**config.mk**
```make
export PLATFORM = sky130hd
export DESIGN_NAME = close_onto_fault_guard
export DESIGN_NICKNAME = d
export VERILOG_FILES = /design/src/rtl/close_onto_fault_pkg.sv /design/src/rtl/close_onto_fault_guard.sv /design/src/rtl/ms_tick.sv
export SDC_FILE = /design/constraint.sdc
export NUM_CORES = 2
export LEC_CHECK = 0
export ABC_CLOCK_PERIOD_IN_PS = 11500
export BUFFER_PORTS_ARGS = -buffer_cell sky130_fd_sc_hd__buf_2
export CAP_MARGIN = 0
export CORE_UTILIZATION = 30
export CTS_CLUSTER_DIAMETER = 120
export DETAILED_ROUTE_END_ITERATION = 16
export HOLD_SLACK_MARGIN = 0.03
export REMOVE_ABC_BUFFERS = 1
export SLEW_MARGIN = 20
export SYNTH_ARGS = -nofsm -noshare
export SYNTH_HDL_FRONTEND = slang
export SYNTH_SLANG_ARGS = --single-unit
```
**constraint.sdc**
```tcl
create_clock -name core_clk_in -period 11.5 [get_ports core_clk_in]
set_input_delay 1.725 -clock core_clk_in [delete_from_list [all_inputs] [get_ports core_clk_in]]
set_output_delay 1.725 -clock core_clk_in [all_outputs]
set_load 0.03 [all_outputs]
```
**src/rtl/close_onto_fault_pkg.sv**
```systemverilog
// Function
// - Only a rising edge of the arming input starts the window.
// - Fault start during the window trips at once, no added delay.
// - Asserted block input stops the window from starting.
// - Window length programmable 0 to 1800.000 s, default 1.000 s.
// - Window length follows the selected setting group, also while running.
// - Forcing enable lets a selector force Normal, Blocked, Active or Trip.
// - Read-only condition shows Normal, Init, Active, Trip or Blocked.
// - ON and OFF events for Init, Block, Active, Trip, masked per event.
// - Separate clearable counters of Init, Blocked, Active and Trip.
// - Circular log keeps the twelve newest ON entries.
// - Log entry: ms timestamp, event, group, time remaining, time active.
package close_onto_fault_pkg;
  // Timing
  localparam int unsigned CLK_PERIOD_NS = 10;
  localparam int unsigned TICK_PERIOD_NS = 1_000_000;
  localparam int unsigned CYCLES_PER_MS = TICK_PERIOD_NS / CLK_PERIOD_NS;
  localparam int unsigned WIN_MAX_MS = 1_800_000;
  localparam logic [20:0] WIN_MAX = 21'h1b_7740;
  localparam logic [20:0] WIN_RST = 21'h0_03e8;
  localparam int unsigned LOG_DEPTH = 12;
  localparam logic [3:0] LOG_LAST = 4'hb;
  // Register word addresses
  localparam logic [5:0] ADDR_CTRL = 6'h00;
  localparam logic [5:0] ADDR_MASK = 6'h01;
  localparam logic [5:0] ADDR_CNT_CLR = 6'h02;
  localparam logic [5:0] ADDR_STATUS = 6'h03;
  localparam logic [5:0] ADDR_REMAIN = 6'h04;
  localparam logic [5:0] ADDR_ELAPSED = 6'h05;
  localparam logic [5:0] ADDR_CNT0 = 6'h06;
  localparam logic [5:0] ADDR_LOG_SEL = 6'h0a;
  localparam logic [5:0] ADDR_LOG_PTR = 6'h0b;
  localparam logic [5:0] ADDR_LOG_TIME = 6'h0c;
  localparam logic [5:0] ADDR_LOG_INFO = 6'h0d;
  localparam logic [5:0] ADDR_LOG_REMAIN = 6'h0e;
  localparam logic [5:0] ADDR_LOG_ACTIVE = 6'h0f;
  localparam logic [5:0] ADDR_WIN0 = 6'h10;
  // Field positions and reset values
  localparam int unsigned CTRL_FORCE_EN = 0;
  localparam int unsigned CTRL_FORCE_SEL = 1;
  localparam int unsigned CTRL_GROUP = 3;
  localparam int unsigned MASK_OFF = 4;
  localparam int unsigned INFO_GROUP = 2;
  localparam logic [7:0] MASK_RST = 8'hff;
  // Flag bit order in every four-bit event vector
  localparam int unsigned FLAG_INIT = 0;
  localparam int unsigned FLAG_BLOCK = 1;
  localparam int unsigned FLAG_ACTIVE = 2;
  localparam int unsigned FLAG_TRIP = 3;

  typedef enum logic [2:0] {
    COND_NORMAL = 3'b000,
    COND_INIT = 3'b001,
    COND_ACTIVE = 3'b010,
    COND_TRIP = 3'b011,
    COND_BLOCKED = 3'b100
  } cond_t;

  typedef enum logic [1:0] {
    FORCE_NORMAL = 2'b00,
    FORCE_BLOCKED = 2'b01,
    FORCE_ACTIVE = 2'b10,
    FORCE_TRIP = 2'b11
  } force_t;

  typedef struct packed {
    logic [31:0] stamp;
    logic [1:0] event_id;
    logic [2:0] group;
    logic [20:0] remain;
    logic [20:0] active;
  } log_entry_t;

  typedef struct packed {
    logic [3:0] on;
    logic [3:0] off;
    logic [31:0] stamp;
  } event_t;

  typedef struct packed {
    logic [5:0] addr;
    logic [31:0] wdata;
    logic wr;
    logic rd;
  } reg_req_t;
endpackage : close_onto_fault_pkg

```
**src/rtl/close_onto_fault_guard.sv**
```systemverilog
// The implementer's own choices: strobed register access and the register offsets.
`timescale 1ns/1ps
module close_onto_fault_guard #(
  parameter int unsigned CYCLES_PER_MS = close_onto_fault_pkg::CYCLES_PER_MS
) (
  input wire logic core_clk_in,
  input wire logic rst_in,
  input wire logic arm_in,
  input wire logic block_in,
  input wire logic fault_start_in,
  input wire close_onto_fault_pkg::reg_req_t req_in,
  output logic [31:0] rdata_out,
  output logic init_out,
  output logic active_out,
  output logic trip_out,
  output logic blocked_out,
  output close_onto_fault_pkg::cond_t guard_condition_out,
  output close_onto_fault_pkg::event_t event_out
);
  typedef struct packed {
    close_onto_fault_pkg::cond_t cond;
    close_onto_fault_pkg::cond_t shown;
    logic [3:0] flags;
    logic arm_q;
    logic [20:0] elapsed;
    logic [31:0] now_ms;
    logic [7:0] ctrl;
    logic [7:0] mask;
    logic [7:0][20:0] win;
    logic [3:0][15:0] cnt;
    logic [3:0] log_sel;
    logic [3:0] log_wptr;
    logic [11:0] log_valid;
    close_onto_fault_pkg::log_entry_t [11:0] log;
    close_onto_fault_pkg::event_t ev;
    logic [31:0] rdata;
  } state_t;

  state_t st;
  state_t next_st;
  logic tick;
  logic rise;
  logic force_en;
  logic [2:0] group;
  logic [20:0] win_now;
  logic [20:0] remain;
  logic [3:0] next_flags;
  logic [3:0] on_edges;
  logic [3:0] clr;
  logic [1:0] first_on;
  close_onto_fault_pkg::log_entry_t sel_entry;

  ms_tick #(.CYCLES(CYCLES_PER_MS)) tick_gen (
    .core_clk_in(core_clk_in),
    .rst_in(rst_in),
    .tick_out(tick)
  );

  // Live view of window length from the selected group
  assign force_en = st.ctrl[close_onto_fault_pkg::CTRL_FORCE_EN];
  assign group = st.ctrl[close_onto_fault_pkg::CTRL_GROUP +: 3];
  assign win_now = st.win[group];
  // Remaining time floors at zero when a group change shrinks the window
  assign remain = (st.elapsed >= win_now) ? 21'h0_0000 : win_now - st.elapsed;
  assign sel_entry = st.log[st.log_sel];
  assign rise = arm_in & ~st.arm_q;
  assign clr = (req_in.wr && req_in.addr == close_onto_fault_pkg::ADDR_CNT_CLR) ?
               req_in.wdata[3:0] : 4'h0;

  // Next state of the whole block
  always_comb begin
    next_st = st;
    next_st.arm_q = arm_in;
    next_st.ev.on = 4'h0;
    next_st.ev.off = 4'h0;
    next_st.ev.stamp = st.now_ms;
    if (tick) begin
      next_st.now_ms = st.now_ms + 32'h0000_0001;
    end
    // Condition machine; forcing below only changes what is shown
    case (st.cond)
      close_onto_fault_pkg::COND_NORMAL, close_onto_fault_pkg::COND_BLOCKED: begin
        if (block_in) begin
          next_st.cond = close_onto_fault_pkg::COND_BLOCKED;
        end else if (rise) begin
          next_st.cond = close_onto_fault_pkg::COND_INIT;
        end else begin
          next_st.cond = close_onto_fault_pkg::COND_NORMAL;
        end
      end
      close_onto_fault_pkg::COND_INIT: begin
        next_st.elapsed = 21'h0_0000;
        next_st.cond = close_onto_fault_pkg::COND_ACTIVE;
      end
      close_onto_fault_pkg::COND_ACTIVE: begin
        if (fault_start_in) begin
          next_st.cond = close_onto_fault_pkg::COND_TRIP;
        end else if (st.elapsed >= win_now) begin
          next_st.cond = close_onto_fault_pkg::COND_NORMAL;
        end else if (tick) begin
          next_st.elapsed = st.elapsed + 21'h0_0001;
        end
      end
      close_onto_fault_pkg::COND_TRIP: begin
        if (!fault_start_in) begin
          next_st.cond = close_onto_fault_pkg::COND_NORMAL;
        end
      end
      default: begin
        next_st.cond = close_onto_fault_pkg::COND_NORMAL;
      end
    endcase
    next_st.shown = next_st.cond;
    if (force_en) begin
      case (close_onto_fault_pkg::force_t'(st.ctrl[close_onto_fault_pkg::CTRL_FORCE_SEL +: 2]))
        close_onto_fault_pkg::FORCE_BLOCKED: next_st.shown = close_onto_fault_pkg::COND_BLOCKED;
        close_onto_fault_pkg::FORCE_ACTIVE: next_st.shown = close_onto_fault_pkg::COND_ACTIVE;
        close_onto_fault_pkg::FORCE_TRIP: next_st.shown = close_onto_fault_pkg::COND_TRIP;
        default: next_st.shown = close_onto_fault_pkg::COND_NORMAL;
      endcase
    end
    // Flags and events follow the shown condition
    next_flags = 4'h0;
    next_flags[close_onto_fault_pkg::FLAG_INIT] = next_st.shown == close_onto_fault_pkg::COND_INIT;
    next_flags[close_onto_fault_pkg::FLAG_BLOCK] =
      next_st.shown == close_onto_fault_pkg::COND_BLOCKED;
    next_flags[close_onto_fault_pkg::FLAG_ACTIVE] =
      next_st.shown == close_onto_fault_pkg::COND_ACTIVE;
    next_flags[close_onto_fault_pkg::FLAG_TRIP] = next_st.shown == close_onto_fault_pkg::COND_TRIP;
    next_st.flags = next_flags;
    on_edges = next_flags & ~st.flags;
    next_st.ev.on = on_edges & st.mask[3:0];
    next_st.ev.off = ~next_flags & st.flags & st.mask[close_onto_fault_pkg::MASK_OFF +: 4];
    for (int i = 0; i < 4; i++) begin
      if (on_edges[i]) begin
        next_st.cnt[i] = clr[i] ? 16'h0001 : st.cnt[i] + 16'h0001;
      end else if (clr[i]) begin
        next_st.cnt[i] = 16'h0000;
      end
    end
    // Highest flag turning on this cycle goes to the log
    first_on = 2'(close_onto_fault_pkg::FLAG_INIT);
    for (int i = 0; i < 4; i++) begin
      if (on_edges[i]) begin
        first_on = 2'(i);
      end
    end
    if (on_edges != 4'h0) begin
      next_st.log[st.log_wptr] = '{st.now_ms, first_on, group, remain, st.elapsed};
      next_st.log_valid[st.log_wptr] = 1'b1;
      next_st.log_wptr = (st.log_wptr == close_onto_fault_pkg::LOG_LAST) ?
                         4'h0 : st.log_wptr + 4'h1;
    end
    // Register writes
    if (req_in.wr) begin
      case (req_in.addr)
        close_onto_fault_pkg::ADDR_CTRL: next_st.ctrl = req_in.wdata[7:0];
        close_onto_fault_pkg::ADDR_MASK: next_st.mask = req_in.wdata[7:0];
        close_onto_fault_pkg::ADDR_LOG_SEL: begin
          if (req_in.wdata[3:0] <= close_onto_fault_pkg::LOG_LAST) begin
            next_st.log_sel = req_in.wdata[3:0];
          end
        end
        default: begin
          // window length clamped to the maximum
          if (req_in.addr[5:3] == close_onto_fault_pkg::ADDR_WIN0[5:3]) begin
            next_st.win[req_in.addr[2:0]] = (req_in.wdata > 32'(close_onto_fault_pkg::WIN_MAX_MS)) ?
              close_onto_fault_pkg::WIN_MAX : req_in.wdata[20:0];
          end
        end
      endcase
    end
    // Register reads, answered the cycle after the strobe
    next_st.rdata = 32'h0000_0000;
    if (req_in.rd) begin
      case (req_in.addr)
        close_onto_fault_pkg::ADDR_CTRL: next_st.rdata = {24'h00_0000, st.ctrl};
        close_onto_fault_pkg::ADDR_MASK: next_st.rdata = {24'h00_0000, st.mask};
        close_onto_fault_pkg::ADDR_STATUS: next_st.rdata = {29'h0000_0000, st.shown};
        close_onto_fault_pkg::ADDR_REMAIN: next_st.rdata = {11'h000, remain};
        close_onto_fault_pkg::ADDR_ELAPSED: next_st.rdata = {11'h000, st.elapsed};
        close_onto_fault_pkg::ADDR_LOG_SEL: next_st.rdata = {28'h000_0000, st.log_sel};
        close_onto_fault_pkg::ADDR_LOG_PTR: next_st.rdata = {20'h0_0000, st.log_valid};
        close_onto_fault_pkg::ADDR_LOG_TIME: next_st.rdata = sel_entry.stamp;
        close_onto_fault_pkg::ADDR_LOG_INFO:
          next_st.rdata = {26'h000_0000, st.log_valid[st.log_sel], sel_entry.group,
                           sel_entry.event_id};
        close_onto_fault_pkg::ADDR_LOG_REMAIN: next_st.rdata = {11'h000, sel_entry.remain};
        close_onto_fault_pkg::ADDR_LOG_ACTIVE: next_st.rdata = {11'h000, sel_entry.active};
        default: begin
          if (req_in.addr[5:3] == close_onto_fault_pkg::ADDR_WIN0[5:3]) begin
            next_st.rdata = {11'h000, st.win[req_in.addr[2:0]]};
          end else if (req_in.addr[5:2] == close_onto_fault_pkg::ADDR_CNT0[5:2] + 4'h0 &&
                       req_in.addr >= close_onto_fault_pkg::ADDR_CNT0) begin
            next_st.rdata = {16'h0000, st.cnt[2'(req_in.addr - close_onto_fault_pkg::ADDR_CNT0)]};
          end else if (req_in.addr == close_onto_fault_pkg::ADDR_CNT0 + 6'h02 ||
                       req_in.addr == close_onto_fault_pkg::ADDR_CNT0 + 6'h03) begin
            next_st.rdata = {16'h0000, st.cnt[2'(req_in.addr - close_onto_fault_pkg::ADDR_CNT0)]};
          end
        end
      endcase
    end
  end

  // State register
  always_ff @(posedge core_clk_in) begin
    if (rst_in) begin
      // Settings return to defaults, history and counters clear
      st <= '0;
      st.win <= {8{close_onto_fault_pkg::WIN_RST}};
      st.mask <= close_onto_fault_pkg::MASK_RST;
    end else begin
      st <= next_st;
    end
  end

  // Outputs straight from state flops
  assign rdata_out = st.rdata;
  assign guard_condition_out = st.shown;
  assign init_out = st.flags[close_onto_fault_pkg::FLAG_INIT];
  assign blocked_out = st.flags[close_onto_fault_pkg::FLAG_BLOCK];
  assign active_out = st.flags[close_onto_fault_pkg::FLAG_ACTIVE];
  assign trip_out = st.flags[close_onto_fault_pkg::FLAG_TRIP];
  assign event_out = st.ev;
endmodule : close_onto_fault_guard

```
**src/rtl/ms_tick.sv**
```systemverilog
`timescale 1ns/1ps
// One-cycle pulse every CYCLES clocks
module ms_tick #(
  parameter int unsigned CYCLES = 100_000
) (
  input wire logic core_clk_in,
  input wire logic rst_in,
  output logic tick_out
);
  logic [31:0] count;

  // Divider restarts from zero on reset
  always_ff @(posedge core_clk_in) begin
    if (rst_in) begin
      count <= 32'h0000_0000;
      tick_out <= 1'b0;
    end else begin
      tick_out <= (count == 32'(CYCLES - 1));
      count <= (count == 32'(CYCLES - 1)) ? 32'h0000_0000 : count + 32'h0000_0001;
    end
  end
endmodule : ms_tick

```
==> results_dict.tcl <==
set metrics [dict create \
    synth_edf_count 0 \
    placeableCoreArea_um2 210000 \
    min_period_ns 6.90 \
    synth_top_area_frac 0.436 \
    end_kind "flop" \
    die_area_um2 214000 \
    hold_depth 2 \
    drt-wirelength-per-cell_um 21.2 \
    top_level_ports 124 \
    cts_tree "yes" \
    critical_path.startpoint "group[0]$_SDFFE_PP0P_" \
    met2_usage 0.282 \
    multi_input_area_um2 32400 \
    place_congestion 0.911 \
    power_density_nw_per_um2 147 \
    drt_pre_antenna_iters 7 \
    overall_global_routing_usage 0.174 \
    fp.dieW_um 462 \
    tritoncts.num_buffers 153 \
    cp_data_required_time_ns 12.22 \
    ctsHoldBuffers 0 \
    die-height_um 462 \
    use_met3 0.0333 \
    status "finished clean" \
    slew_headroom 0.214 \
    setup.reg_to_reg.worst_slack_ns 4.60 \
    tns_ns 0 \
    drtAntennaViolNets 0 \
    grt_util_met1 0.229 \
    report.final.setup_viol 0 \
    syn_inst 6245 \
    max_clock_buf_depth 3 \
    row_cnt 168 \
    number_of_resized_instances_in_the_post_cts_repair_step 0 \
    fmax_ghz 0.145 \
    worst-slew-pin-transition_ns 1.18 \
    count_of_port_buffers_added_during_placement 123 \
    critical_path_class "reg2reg" \
    final_layout_size_suffix_gt1_frac 0.149 \
    first_pass_grt_wire_length_um 286000 \
    fill_cell_instance_count_of_the_final_layout 21000 \
    cp_slowest_stage_delay_ns 0.79 \
    slew_viol_final 0 \
    timing.critical_path.fanout_max 41 \
    grt_antenna_before_repair 10 \
    utilization 0.336 \
    layout-area-overhead-vs-synth_pct 11.2 \
    global_route.peak_usage_layer "met2" \
    drc_errors 0 \
    grt_start_max_net_pins 160 \
    flops_latches_synth 1385 \
    timing.hold.worst.class "reg2reg" \
    report.final.hold_viol_count 0 \
    cts.root.buffer_cell "sky130_fd_sc_hd__clkbuf_16" \
    ir_drop_mv 0.165 \
    post_drt_via_cell_ratio 5.20 \
    syn-mean-instance-area_um2 10.2 \
    postSynth.asyncResetShare 0 \
    fin_skew_ns 0.0581 \
    dp_hpwl_um 121000 \
    gr_ovfl_total 0 \
    initial_core_util 0.303 \
    detailroute.via_count 46500 \
    leakage_uw 0.0303 \
    clk_latency_ns 0.82 \
    grt_setup_unrepaired "false" \
    wirelength_um 189000 \
    critPathArrivalTime_ns 7.62 \
    yosysWarnings 0 \
    grt_pass1_vias 46000 \
    worstRegToRegCells 13 \
    post_place_cell_area_um2 65400 \
    synth_ff_type "sky130_fd_sc_hd__dfxtp_1" \
    cts.repair_timing.setup_buffer_count 0 \
    layout.nets 6097 \
    worst_r2r_startpoint "group[0]$_SDFFE_PP0P_" \
    clock_sinks 1385 \
    timing.critical_path.from_type "flop" \
    synth_seq_area_share 0.436 \
    drv_cap 0 \
    clock_pin_slew_of_the_registers_on_the_worst_case_setup_and_hold_paths_ns 0.06 \
    fin_crit_sh 0.600 \
    synth_area_leader_cell "sky130_fd_sc_hd__dfxtp_1" \
    synthTopCellsByArea "sky130_fd_sc_hd__dfxtp_1 (44%), sky130_fd_sc_hd__mux2i_1 (16%), sky130_fd_sc_hd__mux4_2 (12%)" \
    hold_path.startpoint "st[612]$_SDFFE_PP0P_" \
    layout.cell_area.non_filler_um2 70600 \
    h-tree-depth 4 \
    total_area_of_sequential_cells_um2 27700 \
    critPathMostFrequentCell "sky130_fd_sc_hd__buf_4" \
    total_power_of_the_final_layout_uw 10400 \
    initialDrtViolationCount 4444 \
    critical_path.cell_chain "buf_4 > mux4_2 > mux2_2 > ha_1 > a21o_1 > o21bai_1 > a221oi_2 > o21a_1 > a21boi_4 > o211ai_4 > buf_4 > buf_4 > mux2i_1" \
    cpMaxStageDelayCell "sky130_fd_sc_hd__o211ai_4" \
    yosysUniqueCellTypes 93 \
    synth_area_um2 63500 \
]
-- through the flow --
stage | instances | setup WS [ns] | hold WS (ns)
2_1_floorplan | 5650 | -3.39 | 0.427
5_1_grt | 8951 | 4.33 | 0.469
6_report | 8951 | 4.60 | 0.455
4_1_cts | 8947 | 4.65 | 0.458
3_5_place_dp | 8669 | 4.69 | 0.446
3_3_place_gp | 8668 | 4.76 | 0.440
-- critical path, delay by kind of cell, from the launching register on --
family	cells	cell delay [ns]
muxes	3	1.20
adders and majority gates	1	0.37
AOI/OAI and AO/OA	6	2.67
buffers and inverters	3	2.07
DFF	1	0.37
-- area by class of cell --
cell class              instances  area share
diodes                          4    0.000142
clock buffers                 217      0.0630
clock inverters                61      0.0112
inverters                      87     0.00476
multi-input cells            4178       0.459
flip-flops and latches       1385       0.393
well taps                    2805      0.0497
repair buffers                214      0.0194
-- layout by cell type (no fill, tap or decap), types with 13 or more instances in the layout --
cell type and n:
sky130_fd_sc_hd__a31oi_1 16, sky130_fd_sc_hd__buf_2 120, sky130_fd_sc_hd__o211ai_1 43, sky130_fd_sc_hd__inv_1 85, sky130_fd_sc_hd__nor2_1 349, sky130_fd_sc_hd__xor2_1 71, sky130_fd_sc_hd__clkbuf_16 156, sky130_fd_sc_hd__xnor2_1 43
sky130_fd_sc_hd__nor2b_1 13, sky130_fd_sc_hd__a221oi_1 24, sky130_fd_sc_hd__clkbuf_1 29, sky130_fd_sc_hd__a22oi_1 17, sky130_fd_sc_hd__a21oi_1 175, sky130_fd_sc_hd__mux2_2 41, sky130_fd_sc_hd__nand2_1 1347, sky130_fd_sc_hd__dfxtp_1 1378
sky130_fd_sc_hd__buf_4 88, sky130_fd_sc_hd__o22ai_1 27, sky130_fd_sc_hd__clkinv_2 23, sky130_fd_sc_hd__nand4_1 31, sky130_fd_sc_hd__o21ai_0 67, sky130_fd_sc_hd__nor3_1 45, sky130_fd_sc_hd__or3_1 19, sky130_fd_sc_hd__ha_1 32
sky130_fd_sc_hd__nand3_1 94, sky130_fd_sc_hd__mux2i_1 1039, sky130_fd_sc_hd__and3_1 36, sky130_fd_sc_hd__a211oi_1 83, sky130_fd_sc_hd__mux4_2 340, sky130_fd_sc_hd__clkbuf_8 32, sky130_fd_sc_hd__nor4_1 13
-- registers in the layout, indices dropped and copies added (netlist names) --
name,cells
st,1237
event_out,40
next_st,32
rdata_out,32
tick_gen.count,32
group,3
guard_condition_out,3
active_out,1
blocked_out,1
force_en,1
init_out,1
tick_gen.tick_out,1
trip_out,1
-- synthesized netlist by cell type, types with 14 or more instances --
library cell and number:
sky130_fd_sc_hd__mux2_2 41, sky130_fd_sc_hd__clkbuf_1 325, sky130_fd_sc_hd__nor4_1 14, sky130_fd_sc_hd__o21ai_0 67, sky130_fd_sc_hd__xnor2_1 43, sky130_fd_sc_hd__dfxtp_1 1385, sky130_fd_sc_hd__or3_1 19, sky130_fd_sc_hd__buf_6 59
sky130_fd_sc_hd__buf_2 75, sky130_fd_sc_hd__o211ai_1 43, sky130_fd_sc_hd__a221oi_1 24, sky130_fd_sc_hd__a22oi_1 17, sky130_fd_sc_hd__buf_4 115, sky130_fd_sc_hd__nand2_1 1347, sky130_fd_sc_hd__o22ai_1 27, sky130_fd_sc_hd__nor3_1 49
sky130_fd_sc_hd__mux2i_1 1039, sky130_fd_sc_hd__nand3_1 94, sky130_fd_sc_hd__mux4_2 340, sky130_fd_sc_hd__nand4_1 31, sky130_fd_sc_hd__nor2_1 356, sky130_fd_sc_hd__a211oi_1 85, sky130_fd_sc_hd__and3_1 36, sky130_fd_sc_hd__buf_1 20
sky130_fd_sc_hd__a31oi_1 16, sky130_fd_sc_hd__xor2_1 71, sky130_fd_sc_hd__a21oi_1 176, sky130_fd_sc_hd__ha_1 32, sky130_fd_sc_hd__inv_1 85
-- where the power goes --
| part | leakage [µW] | internal, µW | total (µW) | switching, µW |
|---|---|---|---|---|
| registers | 0.0112 | 4820 | 4840 | 20.6 |
| logic | 0.0166 | 133 | 454 | 321 |
| clock network | 0.00257 | 2990 | 5110 | 2120 |
-- worst paths after layout --
path,endpoint
max,st[858]$_SDFFE_PP0P_
min,st[612]$_SDFFE_PP0P_
max reg2reg,st[858]$_SDFFE_PP0P_
min reg2reg,st[612]$_SDFFE_PP0P_
-- kinds of logic (layout without fill, tap and decap cells) --
family	Yosys count	count (layout)	share of synthesized area
flip-flops	1385	1385	0.436
XOR/XNOR	114	114	0.0157
AO/OA/AOI/OAI	589	589	0.0631
multiplexers	1420	1420	0.291
AND/OR/NAND/NOR	2022	2022	0.131
adder cells (fa/ha/maj)	33	33	0.00662
other	0	4	0
buffers and inverters	682	579	0.0555
-- layer usage --
layer / share of wire / vias to the layer above / wire length, µm
li1: - / 21400 / -
met1: 0.43 / 23300 / 82100
met2: 0.47 / 1500 / 88200
met3: 0.067 / 328 / 12800
met4: 0.033 / 0 / 6220
met5: 0 / - / 0
Power figures use the tool's default switching activity.
